`config.mk`:
```
export PLATFORM = sky130hd
export DESIGN_NAME = irf_regs
export DESIGN_NICKNAME = d
export VERILOG_FILES = /design/src/irf_pkg.sv /design/src/irf_ahb_slave.sv /design/src/irf_cycle_timer.sv /design/src/irf_regs.sv
export VERILOG_INCLUDE_DIRS = /design/src /design/src/src
export SDC_FILE = /design/constraint.sdc
export NUM_CORES = 1
export LEC_CHECK = 0
export ABC_CLOCK_PERIOD_IN_PS = 2200
export BUFFER_PORTS_ARGS = -buffer_cell sky130_fd_sc_hd__buf_2
export CAP_MARGIN = 20
export CORE_MARGIN = 1.5
export CORE_UTILIZATION = 43
export DETAILED_ROUTE_END_ITERATION = 8
export PLACE_DENSITY = 0.72
export SLEW_MARGIN = 20
export SYNTH_ARGS = -nofsm -noshare
export SYNTH_HDL_FRONTEND = slang
export SYNTH_HIERARCHICAL = 1
export SYNTH_SLANG_ARGS = --single-unit
```
`constraint.sdc`:
```
create_clock -name clk -period 2.2 [get_ports clk]
set_clock_uncertainty 0.15 [all_clocks]
set_input_delay 0 -clock clk [delete_from_list [all_inputs] [get_ports clk]]
set_output_delay 0 -clock clk [all_outputs]
set_load 0.005 [all_outputs]
```
`src/irf_defs.svh`:
```
// Purpose: Offsets, field positions, reset values and timing figures of the
//          isochronous event, fairness and link control register block.
// Assumes: Included by its bare name from every design file that needs it.
// Notes:   Definitions only; no logic lives here.
`ifndef IRF_DEFS_SVH
`define IRF_DEFS_SVH

// ----------------------------------------------------------------------------
// Register byte offsets (low address byte only).
// ----------------------------------------------------------------------------
`define IRF_TX_ENABLE_SET 8'h98
`define IRF_TX_ENABLE_CLEAR 8'h9c
`define IRF_RX_FLAGS_SET 8'ha0
`define IRF_RX_FLAGS_CLEAR 8'ha4
`define IRF_RX_ENABLE_SET 8'ha8
`define IRF_RX_ENABLE_CLEAR 8'hac
`define IRF_ARB_FAIRNESS 8'hdc
`define IRF_LINK_FLAGS_SET 8'he0
`define IRF_LINK_FLAGS_CLEAR 8'he4

// ----------------------------------------------------------------------------
// Field widths and positions.
// ----------------------------------------------------------------------------
`define IRF_TX_CTX 8
`define IRF_RX_CTX 4
`define IRF_FAIR_W 8
`define IRF_LINK_EXT_BIT 22
`define IRF_LINK_MASTER_BIT 21
`define IRF_LINK_COUNT_BIT 20
`define IRF_LINK_PHY_BIT 10
`define IRF_LINK_SELFID_BIT 9
`define IRF_LINK_IMPL_MASK 32'h0070_0600

// ----------------------------------------------------------------------------
// Reset values and bus encodings.
// ----------------------------------------------------------------------------
`define IRF_FAIR_RESET 8'h00
`define IRF_HTRANS_NONSEQ 2'b10
`define IRF_HSIZE_WORD 3'b010

// ----------------------------------------------------------------------------
// Timing: system clock, cycle timer base clock and cycle length.
// ----------------------------------------------------------------------------
`define IRF_CLK_KHZ 100000
`define IRF_TICK_KHZ 24576
`define IRF_CYCLE_TICKS 3072

`endif

```
`src/irf_pkg.sv`:
```
// Purpose: Types shared by the isochronous event and link control block.
// Assumes: Widths follow the register layout and never change.
// Notes:   Every module keeps all its state in one of these structs.
package irf_pkg;

  // --------------------------------------------------------------------------
  // Register access carried from the bus slave to the register file.
  // --------------------------------------------------------------------------
  typedef struct packed {
    logic wr;
    logic rd;
    logic [7:0] addr;
    logic [31:0] wdata;
  } irf_reg_req_t;

  // Implemented link control flags.
  typedef struct packed {
    logic ext_sel;
    logic master;
    logic cnt_en;
    logic phy;
    logic selfid;
  } irf_link_t;

  // --------------------------------------------------------------------------
  // Per-module state.
  // --------------------------------------------------------------------------
  typedef struct packed {
    logic pend;
    logic write;
    logic [7:0] addr;
    logic [31:0] rdata;
  } irf_ahb_state_t;

  typedef struct packed {
    logic [16:0] acc;
    logic [11:0] offset;
    logic roll;
    logic [2:0] pin_sync;
  } irf_ct_state_t;

  typedef struct packed {
    logic [7:0] tx_mask;
    logic [3:0] rx_flags;
    logic [3:0] rx_mask;
    logic [3:0] rx_irq_prev;
    irf_link_t link;
    logic ocl_prev;
    logic [7:0] fair;
  } irf_main_state_t;

endpackage : irf_pkg

```
`src/irf_ahb_slave.sv`:
```
// Purpose: AHB-Lite slave that turns single word transfers into register
//          accesses.
// Assumes: One slave on the bus, so hreadyout is also the bus hready.
// Notes:   Every whole-word NONSEQ transfer takes one wait state; read data leave a flop.
`timescale 1ns/100ps
`include "irf_defs.svh"

module irf_ahb_slave
  import irf_pkg::*;
(
  // Clock and reset.
  input wire logic clk,
  input wire logic rst,
  // AHB-Lite slave side.
  input wire logic hsel,
  input wire logic [31:0] haddr,
  input wire logic [1:0] htrans,
  input wire logic hwrite,
  input wire logic [2:0] hsize,
  input wire logic [31:0] hwdata,
  input wire logic hready,
  output logic hreadyout,
  output logic [31:0] hrdata,
  output logic hresp,
  // Register file side.
  output irf_reg_req_t req,
  input wire logic [31:0] rd_data
);

  irf_ahb_state_t st_q;
  irf_ahb_state_t st_d;
  logic take;

  // Only whole-word NONSEQ transfers are acted on; others still end OKAY.
  assign take = hsel && hready && (htrans == `IRF_HTRANS_NONSEQ) &&
                (hsize == `IRF_HSIZE_WORD);

  // --------------------------------------------------------------------------
  // Next state: capture the address phase, then do the access one cycle on.
  // --------------------------------------------------------------------------
  always_comb begin
    st_d = st_q;
    st_d.pend = take;
    if (take) begin
      st_d.write = hwrite;
      st_d.addr = haddr[7:0];
    end
    // Read data are caught while the wait state stands.
    if (st_q.pend && !st_q.write) begin
      st_d.rdata = rd_data;
    end
  end

  // State register.
  always_ff @(posedge clk) begin
    if (rst) begin
      st_q <= '0;
    end else begin
      st_q <= st_d;
    end
  end

  // The wait state holds the master while the register file acts.
  assign hreadyout = !st_q.pend;
  assign hrdata = st_q.rdata;
  assign hresp = 1'b0;
  assign req.wr = st_q.pend && st_q.write;
  assign req.rd = st_q.pend && !st_q.write;
  assign req.addr = st_q.addr;
  assign req.wdata = hwdata;

endmodule : irf_ahb_slave

```
`src/irf_cycle_timer.sv`:
```
// Purpose: Cycle timer offset counter with internal or external rollover.
// Assumes: 100 MHz clk; the base rate is made by a fractional accumulator.
// Notes:   The external cycle pin is synchronised before any use.
`timescale 1ns/100ps
`include "irf_defs.svh"

module irf_cycle_timer
  import irf_pkg::*;
#(
  parameter int unsigned CYCLE_TICKS = `IRF_CYCLE_TICKS
) (
  // Clock and reset.
  input wire logic clk,
  input wire logic rst,
  // Control from the link flags.
  input wire logic enable,
  input wire logic ext_select,
  // External cycle pin, asynchronous.
  input wire logic cycle_in,
  // Timer state.
  output logic roll_o,
  output logic [11:0] offset_o
);

  localparam logic [16:0] STEP = 17'(`IRF_TICK_KHZ);
  localparam logic [16:0] LIMIT = 17'(`IRF_CLK_KHZ);
  localparam logic [11:0] LAST_OFF = 12'(CYCLE_TICKS - 1);

  // The offset counter is twelve bits wide.
  if (CYCLE_TICKS < 2 || CYCLE_TICKS > 4096) begin : g_bad_ticks
    $error("CYCLE_TICKS must lie between 2 and 4096");
  end

  irf_ct_state_t st_q;
  irf_ct_state_t st_d;
  logic [16:0] acc_sum;
  logic tick;
  logic pin_rise;

  // Base clock ticks average 24.576 per microsecond; jitter is one clk.
  assign acc_sum = st_q.acc + STEP;
  assign tick = acc_sum >= LIMIT;
  // Edge seen between second and third stage only.
  assign pin_rise = st_q.pin_sync[1] && !st_q.pin_sync[2];

  // --------------------------------------------------------------------------
  // Next state.
  // --------------------------------------------------------------------------
  always_comb begin
    st_d = st_q;
    st_d.pin_sync = {st_q.pin_sync[1:0], cycle_in};
    st_d.roll = 1'b0;
    if (enable) begin
      st_d.acc = tick ? acc_sum - LIMIT : acc_sum;
      if (ext_select) begin
        // External rollover restarts the offset at the pin edge.
        if (pin_rise) begin
          st_d.offset = '0;
          st_d.roll = 1'b1;
        end else if (tick && st_q.offset != 12'hfff) begin
          st_d.offset = st_q.offset + 12'h001;
        end
      end else if (tick) begin
        // An offset left past the end by external mode wraps at the next tick.
        if (st_q.offset >= LAST_OFF) begin
          st_d.offset = '0;
          st_d.roll = 1'b1;
        end else begin
          st_d.offset = st_q.offset + 12'h001;
        end
      end
    end
  end

  // State register.
  always_ff @(posedge clk) begin
    if (rst) begin
      st_q <= '0;
    end else begin
      st_q <= st_d;
    end
  end

  assign roll_o = st_q.roll;
  assign offset_o = st_q.offset;
endmodule : irf_cycle_timer

```
`src/irf_regs.sv`:
```
// Purpose: Isochronous context event and enable registers, fairness limit
//          and link control flags behind an AHB-Lite slave.
// Assumes: Context interrupt lines, event inputs and the fairness limit come
//          from logic on clk; only the external cycle pin is asynchronous.
// Notes:   Unimplemented bits read as zero; every flop resets to zero.
//
// Our own choice: the AHB-Lite register port.
`timescale 1ns/100ps
`include "irf_defs.svh"

// Behaviour
// - Transmit enables set and cleared by ones
// - Both transmit enable addresses read the mask
// - Eight transmit enables, upper bits read zero
// - Receive flags have set and clear addresses
// - Clear address reads flags AND enables
// - Completed input command with interrupt raises flag
// - Flag set by rising edge or set write
// - Only a clear-address one clears a flag
// - Four receive flags, upper bits read zero
// - Receive enables set and cleared by ones
// - Both receive enable addresses read the mask
// - Receive enables gate summary; upper bits zero
// - Read-only fairness limit, resets to zero
// - Link flags have set and clear addresses
// - Five link bits; master also hardware-changed
// - Overlong cycle drops master, blocks setting
// - Internal rollover at 3072 ticks, else external
module irf_regs
  import irf_pkg::*;
#(
  parameter int unsigned CYCLE_TICKS = `IRF_CYCLE_TICKS
) (
  // Clock and reset.
  input wire logic clk,
  input wire logic rst,
  // AHB-Lite register bus.
  input wire logic hsel,
  input wire logic [31:0] haddr,
  input wire logic [1:0] htrans,
  input wire logic hwrite,
  input wire logic [2:0] hsize,
  input wire logic [31:0] hwdata,
  input wire logic hready,
  output logic hreadyout,
  output logic [31:0] hrdata,
  output logic hresp,
  // Transmit side: event flags kept by the neighbouring event register.
  input wire logic [7:0] tx_event_flags,
  output logic tx_summary_irq,
  // Receive side: one completion interrupt line per context.
  input wire logic [3:0] rx_ctx_irq,
  output logic rx_summary_irq,
  // Cycle timer events and pins.
  input wire logic overlong_cycle_event,
  input wire logic cycle_in,
  output logic cycle_rollover,
  output logic [11:0] cycle_offset,
  // Fairness limit from the arbitration logic.
  input wire logic [7:0] fairness_limit,
  output logic [7:0] pri_req_limit,
  // Link control flags to the link core.
  output logic external_cycle_select,
  output logic cycle_start_generator_enable,
  output logic cycle_count_enable,
  output logic accept_phy_packets,
  output logic accept_self_id_packets
);

  // --------------------------------------------------------------------------
  // Declarations.
  // --------------------------------------------------------------------------
  irf_reg_req_t req; // Access decoded by the bus slave.
  logic [31:0] rd_data; // Read value for the current access.
  logic [31:0] wdata; // Write data of the current access.
  irf_main_state_t st_q; // All register state.
  irf_main_state_t st_d; // Its next value.
  logic [3:0] rx_edge; // Rising edges of the context interrupt lines.
  logic [3:0] rx_set_vec; // Flags set by software this cycle.
  logic [3:0] rx_clr_vec; // Flags cleared by software this cycle.
  logic ocl_rise; // Start of an overlong cycle event.
  logic [31:0] link_word; // Link flags placed at their bit positions.

  // --------------------------------------------------------------------------
  // Bus slave and cycle timer.
  // --------------------------------------------------------------------------
  irf_ahb_slave u_slave (
    .clk(clk),
    .rst(rst),
    .hsel(hsel),
    .haddr(haddr),
    .htrans(htrans),
    .hwrite(hwrite),
    .hsize(hsize),
    .hwdata(hwdata),
    .hready(hready),
    .hreadyout(hreadyout),
    .hrdata(hrdata),
    .hresp(hresp),
    .req(req),
    .rd_data(rd_data)
  );

  // The timer follows the count enable and source flags.
  irf_cycle_timer #(
    .CYCLE_TICKS(CYCLE_TICKS)
  ) u_timer (
    .clk(clk),
    .rst(rst),
    .enable(st_q.link.cnt_en),
    .ext_select(st_q.link.ext_sel),
    .cycle_in(cycle_in),
    .roll_o(cycle_rollover),
    .offset_o(cycle_offset)
  );

  // --------------------------------------------------------------------------
  // Event detection and software strobes.
  // --------------------------------------------------------------------------
  assign wdata = req.wdata;

  // A context interrupt line pulses when an input command finishes with
  // its interrupt bits set; only the edge counts, so a held line sets once.
  assign rx_edge = rx_ctx_irq & ~st_q.rx_irq_prev;

  // Set and clear strobes of the receive flags.
  assign rx_set_vec = (req.wr && req.addr == `IRF_RX_FLAGS_SET) ?
                      wdata[3:0] : 4'h0;
  assign rx_clr_vec = (req.wr && req.addr == `IRF_RX_FLAGS_CLEAR) ?
                      wdata[3:0] : 4'h0;

  // The master flag is dropped once per overlong cycle event.
  assign ocl_rise = overlong_cycle_event && !st_q.ocl_prev;

  // Link flags at their positions; all other bits read zero.
  always_comb begin
    link_word = 32'h0000_0000;
    link_word[`IRF_LINK_EXT_BIT] = st_q.link.ext_sel;
    link_word[`IRF_LINK_MASTER_BIT] = st_q.link.master;
    link_word[`IRF_LINK_COUNT_BIT] = st_q.link.cnt_en;
    link_word[`IRF_LINK_PHY_BIT] = st_q.link.phy;
    link_word[`IRF_LINK_SELFID_BIT] = st_q.link.selfid;
  end

  // --------------------------------------------------------------------------
  // Next state of every register.
  // --------------------------------------------------------------------------
  always_comb begin
    st_d = st_q;

    // Transmit enables: ones set at one address and clear at the other.
    if (req.wr && req.addr == `IRF_TX_ENABLE_SET) begin
      st_d.tx_mask = st_q.tx_mask | wdata[7:0];
    end else if (req.wr && req.addr == `IRF_TX_ENABLE_CLEAR) begin
      st_d.tx_mask = st_q.tx_mask & ~wdata[7:0];
    end

    // Receive flags: a hardware edge in the cycle of a clear wins, so no
    // completion is ever lost to software acknowledging an older one.
    st_d.rx_irq_prev = rx_ctx_irq;
    st_d.rx_flags = (st_q.rx_flags & ~rx_clr_vec) | rx_set_vec | rx_edge;

    // Receive enables.
    if (req.wr && req.addr == `IRF_RX_ENABLE_SET) begin
      st_d.rx_mask = st_q.rx_mask | wdata[3:0];
    end else if (req.wr && req.addr == `IRF_RX_ENABLE_CLEAR) begin
      st_d.rx_mask = st_q.rx_mask & ~wdata[3:0];
    end

    // Link flags: ones set or clear the implemented positions.
    if (req.wr && req.addr == `IRF_LINK_FLAGS_SET) begin
      if (wdata[`IRF_LINK_EXT_BIT]) begin
        st_d.link.ext_sel = 1'b1;
      end
      // Setting the master flag is refused while the overlong event stands.
      if (wdata[`IRF_LINK_MASTER_BIT] && !overlong_cycle_event) begin
        st_d.link.master = 1'b1;
      end
      if (wdata[`IRF_LINK_COUNT_BIT]) begin
        st_d.link.cnt_en = 1'b1;
      end
      if (wdata[`IRF_LINK_PHY_BIT]) begin
        st_d.link.phy = 1'b1;
      end
      if (wdata[`IRF_LINK_SELFID_BIT]) begin
        st_d.link.selfid = 1'b1;
      end
    end else if (req.wr && req.addr == `IRF_LINK_FLAGS_CLEAR) begin
      if (wdata[`IRF_LINK_EXT_BIT]) begin
        st_d.link.ext_sel = 1'b0;
      end
      if (wdata[`IRF_LINK_MASTER_BIT]) begin
        st_d.link.master = 1'b0;
      end
      if (wdata[`IRF_LINK_COUNT_BIT]) begin
        st_d.link.cnt_en = 1'b0;
      end
      if (wdata[`IRF_LINK_PHY_BIT]) begin
        st_d.link.phy = 1'b0;
      end
      if (wdata[`IRF_LINK_SELFID_BIT]) begin
        st_d.link.selfid = 1'b0;
      end
    end

    // Hardware drops the master flag last, so it beats any write.
    if (ocl_rise) begin
      st_d.link.master = 1'b0;
    end
    st_d.ocl_prev = overlong_cycle_event;

    // Fairness limit is loaded from the arbiter; writes cannot reach it.
    st_d.fair = fairness_limit;
  end

  // State register; reset brings every flag and the fairness field to zero.
  always_ff @(posedge clk) begin
    if (rst) begin
      st_q <= '0;
    end else begin
      st_q <= st_d;
    end
  end

  // --------------------------------------------------------------------------
  // Read data. Unmapped offsets read zero and are still answered OKAY.
  // --------------------------------------------------------------------------
  always_comb begin
    case (req.addr)
      `IRF_TX_ENABLE_SET, `IRF_TX_ENABLE_CLEAR: begin
        rd_data = {24'h00_0000, st_q.tx_mask};
      end
      `IRF_RX_FLAGS_SET: begin
        rd_data = {28'h000_0000, st_q.rx_flags};
      end
      `IRF_RX_FLAGS_CLEAR: begin
        rd_data = {28'h000_0000, st_q.rx_flags & st_q.rx_mask};
      end
      `IRF_RX_ENABLE_SET, `IRF_RX_ENABLE_CLEAR: begin
        rd_data = {28'h000_0000, st_q.rx_mask};
      end
      `IRF_ARB_FAIRNESS: begin
        rd_data = {24'h00_0000, st_q.fair};
      end
      `IRF_LINK_FLAGS_SET, `IRF_LINK_FLAGS_CLEAR: begin
        rd_data = link_word;
      end
      default: begin
        rd_data = 32'h0000_0000;
      end
    endcase
  end

  // --------------------------------------------------------------------------
  // Outputs. Both summaries are built from flops; the transmit flags come
  // from the neighbouring event register on the same clock.
  // --------------------------------------------------------------------------
  assign tx_summary_irq = |(tx_event_flags & st_q.tx_mask);
  assign rx_summary_irq = |(st_q.rx_flags & st_q.rx_mask);
  assign pri_req_limit = st_q.fair;
  assign external_cycle_select = st_q.link.ext_sel;
  assign cycle_start_generator_enable = st_q.link.master;
  assign cycle_count_enable = st_q.link.cnt_en;
  assign accept_phy_packets = st_q.link.phy;
  assign accept_self_id_packets = st_q.link.selfid;
endmodule : irf_regs

```
==> flow_metrics.py, run 1 <==
metrics = {
    "grt": {
        "antenna_found_initial": 0,
        "grt.total_usage_pct": 20.3,
        "grt_pass1_wl_um": 21400,
        "grt_pass1_vias": 4633,
        "grt_max_degree": 107,
        "grt_remaining_overflow": 0,
    },
    "setup_path": {
        "endpoint_kind": "flop",
        "slowest_delay_ns": 0.41,
        "crit_fanout": 5,
        "crit_chain": "inv_4 > ha_4 > nor4bb_4 > o21ai_2 > o21ai_4 > and3_4 > a221o_2 > buf_4 > a21oi_2",
        "r2r_slack_ns": 0.05,
        "crit_type": "flop to flop",
        "reg2reg_from": "u_timer/st_q[30]$_SDFFE_PP0P_",
        "cp-start-kind": "flop",
        "critPathRequiredTime_ns": 2.33,
        "cp_slowest_cell": "a221o_2",
        "worstReg2RegEnd": "u_timer/offset_o[5]$_SDFFE_PP0P_",
        "cp.arrival_ns": 2.28,
        "reg2reg_depth": 9,
        "crit_start": "u_timer/st_q[30]$_SDFFE_PP0P_",
    },
    "route": {
        "first_pass_iters": 5,
        "post-route-drc-count": 0,
        "wl_um": 13500,
        "wl_per_cell_um": 14.8,
        "vias": 4757,
        "drt_iter0_drc": 284,
        "via_per_inst": 5.21,
        "ant_nets": 0,
    },
    "die": {
        "dieArea_um2": 13200,
        "num_rows": 40,
        "start_util_pct": 44.5,
        "design.core.area_um2": 12100,
        "io_pins": 158,
        "die_w_um": 115,
        "die_y_um": 115,
    },
    "placed_design": {
        "gp_congestion": 0.838,
        "pre_cts_ws_ns": -0.188,
        "port_buffers": 113,
        "dp.final_hpwl_um": 8650,
    },
    "pwr": {
        "p_sw_w": 0.000832,
        "comb_power_share_pct": 5.8,
        "peakVddDrop_uv": 418,
        "power_w": 0.00378,
        "swShare_pct": 22.0,
        "intPower_w": 0.00295,
        "p_clk_share_pct": 43.5,
        "p_leak_nw": 2.66,
        "pwr-share-seq_pct": 50.7,
        "power_density_nw_per_um2": 559,
    },
    "sta": {
        "finalCritPeriodShare_pct": 97.6,
        "clock.fmax_ghz": 0.466,
        "layout_setup_ws_ns": 0.0535,
        "final.setup.tns_ns": 0,
        "finalMaxSlewViolations": 0,
        "rsz0062_at_grt": "true",
        "min_period_ns": 2.15,
        "hold_ws_ns": 0.0550,
        "final-setup-viol-count": 0,
        "hold_violations": 0,
    },
    "yosys": {
        "syn_avg_cell_area_um2": 8.73,
        "syn_area_um2": 5390,
        "synthCells": 617,
        "synth_warnings": 6,
    },
    "outcome": {
        "status": "complete, no violations",
    },
    "finish": {
        "drive_gt1_share_pct": 31.8,
        "nets": 842,
        "antenna_cells": 0,
        "layout.cells.most_common_list": "113 x buf_2, 100 x dfxtp_1, 75 x nand2_1, 44 x a21oi_1, 44 x buf_4",
        "final_util_pct": 55.9,
        "final_common_cell": "buf_2",
        "area_delta_synth_final_pct": 25.6,
    },
    "flow_run": {
        "cap_violations": 0,
    },
    "min_path": {
        "hold_path_end": "st_q[14]$_SDFF_PP0_",
        "whs_path_depth": 3,
        "hp-class": "primary input to flop",
        "worstHoldStart": "rst",
    },
    "cts": {
        "clockBufferDepth": 2,
        "cts_buffers": 9,
        "htree_levels": 3,
        "cts_tree": "yes",
        "cts_root_buffer": "clkbuf_16",
        "cts_sinks": 104,
        "clkLatencyLatePin_ns": 0.35,
        "path_clk_slew_ns": 0.07,
    },
}
-- layout make-up --
class                      count  area (µm²)
clock buffer                  11         243
timing repair buffer         201        1350
tap                          168         210
sequential                   104        2090
fill                        1054        5350
multi-input combinational    407        2740
inverter                      17        67.6
clock inverter                 5        62.6
-- power by group through the flow --
| stage | Clock, W | Sequential (W) | Combinational (W) |
|---|---|---|---|
| 2_1_floorplan | 0 | 0.00195 | 0.000110 |
| 3_3_place_gp | 0 | 0.00196 | 0.000150 |
| 3_5_place_dp | 0 | 0.00196 | 0.000154 |
| 4_1_cts | 0.00169 | 0.00192 | 0.000207 |
| 5_1_grt | 0.00177 | 0.00192 | 0.000236 |
| 6_report | 0.00164 | 0.00192 | 0.000220 |
-- worst max-delay path: cells and delay by family (launching register included) --
kind	cells	cell delay [ns]
AO/OA/AOI/OAI	4	0.84
flip-flops	1	0.36
adder cells (fa/ha/maj)	1	0.17
buffers and inverters	2	0.22
AND/OR/NAND/NOR	2	0.36
-- worst max path at each step --
| stage | to | depth (start not counted) |
|---|---|---|
| floorplan | u_timer/offset_o[3]$_SDFFE_PP0P_ | 10 |
| global placement | u_timer/offset_o[6]$_SDFFE_PP0P_ | 8 |
| detailed placement | u_timer/offset_o[10]$_SDFFE_PP0P_ | 8 |
| CTS | u_timer/offset_o[3]$_SDFFE_PP0P_ | 9 |
| global route | u_timer/offset_o[5]$_SDFFE_PP0P_ | 9 |
| finish | u_timer/offset_o[5]$_SDFFE_PP0P_ | 9 |
-- layer usage --
metal  GRT usage, %  up-vias  wire, µm
met5              0        -         0
met4           10.0        0       410
met3           3.95       31       574
met2           35.6      141      6870
met1           23.6     2249      5680
li1               -     2336         -
-- per-stage QoR --
stage                     instances  instance area [µm²]
after floorplan                 635                 5460
after global placement          846                 5770
after detailed placement        846                 5770
after CTS                       908                 6590
after global routing            913                 6770
final                           913                 6770
-- repair_timing --
item,4_1_cts,5_1_grt
setup buffers,6,6
endpoints found under the setup margin,11,16
hold buffers,38,0
cloned,2,0
gates resized for setup,15,34
pin swaps,7,14
endpoints found under the hold margin,45,0
Note: power is estimated with default switching activity, not from simulation.
==> run 2: changes to the inputs <==
CORE_MARGIN = unset   (was 1.5)
==> flow_metrics.py, run 2 (same netlist as run 1, synthesis figures left out) <==
metrics = {
    "sta": {
        "worst_pin_slew_ns": 0.571,
        "rsz0062_at_grt": "true",
        "final.setup.tns_ns": 0,
        "finalCritPeriodShare_pct": 99.8,
        "finalMaxSlewViolations": 0,
        "max-slew-margin-rel_pct": 61.9,
        "final-setup-viol-count": 0,
        "hold_violations": 0,
        "min_period_ns": 2.19,
        "clock.fmax_ghz": 0.456,
        "hold_ws_ns": 0.0699,
    },
    "setup_path": {
        "crit_chain": "buf_6 > ha_4 > nand3_1 > o211ai_1 > buf_4 > a32oi_4 > or4_2 > a21oi_2",
        "endpoint_kind": "flop",
        "reg2reg_from": "u_timer/st_q[29]$_SDFFE_PP0P_",
        "cp_slowest_cell": "or4_2",
        "reg2reg_depth": 8,
        "worstReg2RegEnd": "u_timer/offset_o[11]$_SDFFE_PP0P_",
        "slowest_delay_ns": 0.58,
        "critPathRequiredTime_ns": 2.34,
        "crit_start": "u_timer/st_q[29]$_SDFFE_PP0P_",
        "cp.arrival_ns": 2.33,
        "crit_fanout": 7,
        "r2r_slack_ns": 0.005,
        "crit_type": "flop to flop",
        "cp-start-kind": "flop",
    },
    "min_path": {
        "hold_path_end": "u_slave/req[38]$_SDFFE_PP0P_",
        "worstHoldStart": "hready",
        "whs_path_depth": 5,
        "hp-class": "primary input to flop",
    },
    "cts": {
        "cts_root_buffer": "clkbuf_16",
        "clkLatencyLatePin_ns": 0.35,
        "cts_sinks": 104,
        "clockBufferDepth": 2,
        "cts_tree": "yes",
        "cts_buffers": 9,
        "htree_levels": 3,
        "path_clk_slew_ns": 0.07,
    },
    "placed_design": {
        "gp_congestion": 0.811,
        "port_buffers": 113,
        "dp.final_hpwl_um": 8670,
    },
    "finish": {
        "nets": 838,
        "fillCellCount": 1097,
        "final_common_cell": "buf_2",
        "layout.cells.most_common_list": "113 x buf_2, 100 x dfxtp_1, 75 x nand2_1, 46 x a21oi_1, 40 x dlygate4sd3_1",
        "area_delta_synth_final_pct": 24.4,
        "final_util_pct": 55.3,
        "drive_gt1_share_pct": 30.8,
        "antenna_cells": 0,
    },
    "pwr": {
        "power_w": 0.00366,
        "power_density_nw_per_um2": 546,
        "p_leak_nw": 2.64,
        "peakVddDrop_uv": 562,
    },
    "route": {
        "post-route-drc-count": 0,
        "via_per_inst": 5.14,
        "first_pass_iters": 5,
        "ant_nets": 0,
        "wl_um": 13400,
        "vias": 4671,
        "wl_per_cell_um": 14.7,
        "drt_iter0_drc": 266,
    },
    "grt": {
        "antenna_found_initial": 0,
        "grt_pass1_vias": 4570,
        "grt.total_usage_pct": 21.1,
        "grt_max_degree": 90,
        "grt_pass1_wl_um": 21700,
        "grt_remaining_overflow": 0,
    },
    "die": {
        "num_rows": 40,
        "design.core.area_um2": 12100,
        "die_w_um": 114,
        "start_util_pct": 44.5,
        "die_y_um": 114,
        "dieArea_um2": 13000,
        "io_pins": 158,
    },
    "outcome": {
        "status": "complete, no violations",
    },
    "flow_run": {
        "cap_violations": 0,
    },
}
-- run 2: metal layers --
| metal | vias up | wire length [µm] | global-route usage (%) |
|---|---|---|---|
| met5 | - | 0 | 0 |
| met4 | 0 | 310 | 8.31 |
| met3 | 26 | 515 | 5.37 |
| met2 | 128 | 6660 | 35.9 |
| met1 | 2197 | 5900 | 25.4 |
| li1 | 2320 | - | - |
-- run 2: per-stage QoR --
step           instance area (µm²)  instances  setup WS [ns]
3_5_place_dp                  5770        847         -0.190
2_1_floorplan                 5460        635         0.0127
5_1_grt                       6700        909        -0.0813
4_1_cts                       6580        909        0.00195
6_report                      6700        909        0.00506
3_3_place_gp                  5770        847        -0.0995
-- run 2: area by class of cell --
type | count | area [µm²] | area share [%]
inverters | 17 | 72.6 | 1.08
flip-flops and latches | 104 | 2090 | 31.2
clock buffers | 10 | 239 | 3.57
well taps | 168 | 210 | 3.14
multi-input cells | 407 | 2710 | 40.5
clock inverters | 6 | 43.8 | 0.654
repair buffers | 197 | 1330 | 19.9
-- run 2: power by group --
part	total, W	internal, W	switching [W]	leakage [nW]
combinational	0.000215	0.000119	0.0000959	1.65
sequential	0.00192	0.00190	0.0000134	0.845
clock	0.00153	0.000802	0.000724	0.139
total	0.00366	0.00282	0.000834	2.64
-- run 2: worst max path at each step --
| stage | to | slack [ns] |
|---|---|---|
| finish | u_timer/offset_o[11]$_SDFFE_PP0P_ | 0.005 |
| global route | u_timer/offset_o[5]$_SDFFE_PP0P_ | -0.08 |
| CTS | u_timer/offset_o[4]$_SDFFE_PP0P_ | 0.002 |
| detailed placement | u_timer/offset_o[9]$_SDFFE_PP0P_ | -0.19 |
| global placement | u_timer/offset_o[5]$_SDFFE_PP0P_ | -0.1 |
| floorplan | u_timer/offset_o[3]$_SDFFE_PP0P_ | 0.01 |
-- run 2: timing repair --
item	CTS	global route
pin swaps	6	9
hold buffers	40	0
cloned	2	0
buffers inserted	4	1
resized for setup	12	31
endpoints found under the hold margin	50	0
setup endpoints to repair	13	13
-- run 2: worst max-delay path: cells and delay by family (launching register included) --
family	cells	cell delay (ns)
flip-flops	1	0.37
adder cells (fa/ha/maj)	1	0.13
buffers and inverters	2	0.32
AO/OA/AOI/OAI	3	0.51
AND/OR/NAND/NOR	2	0.65
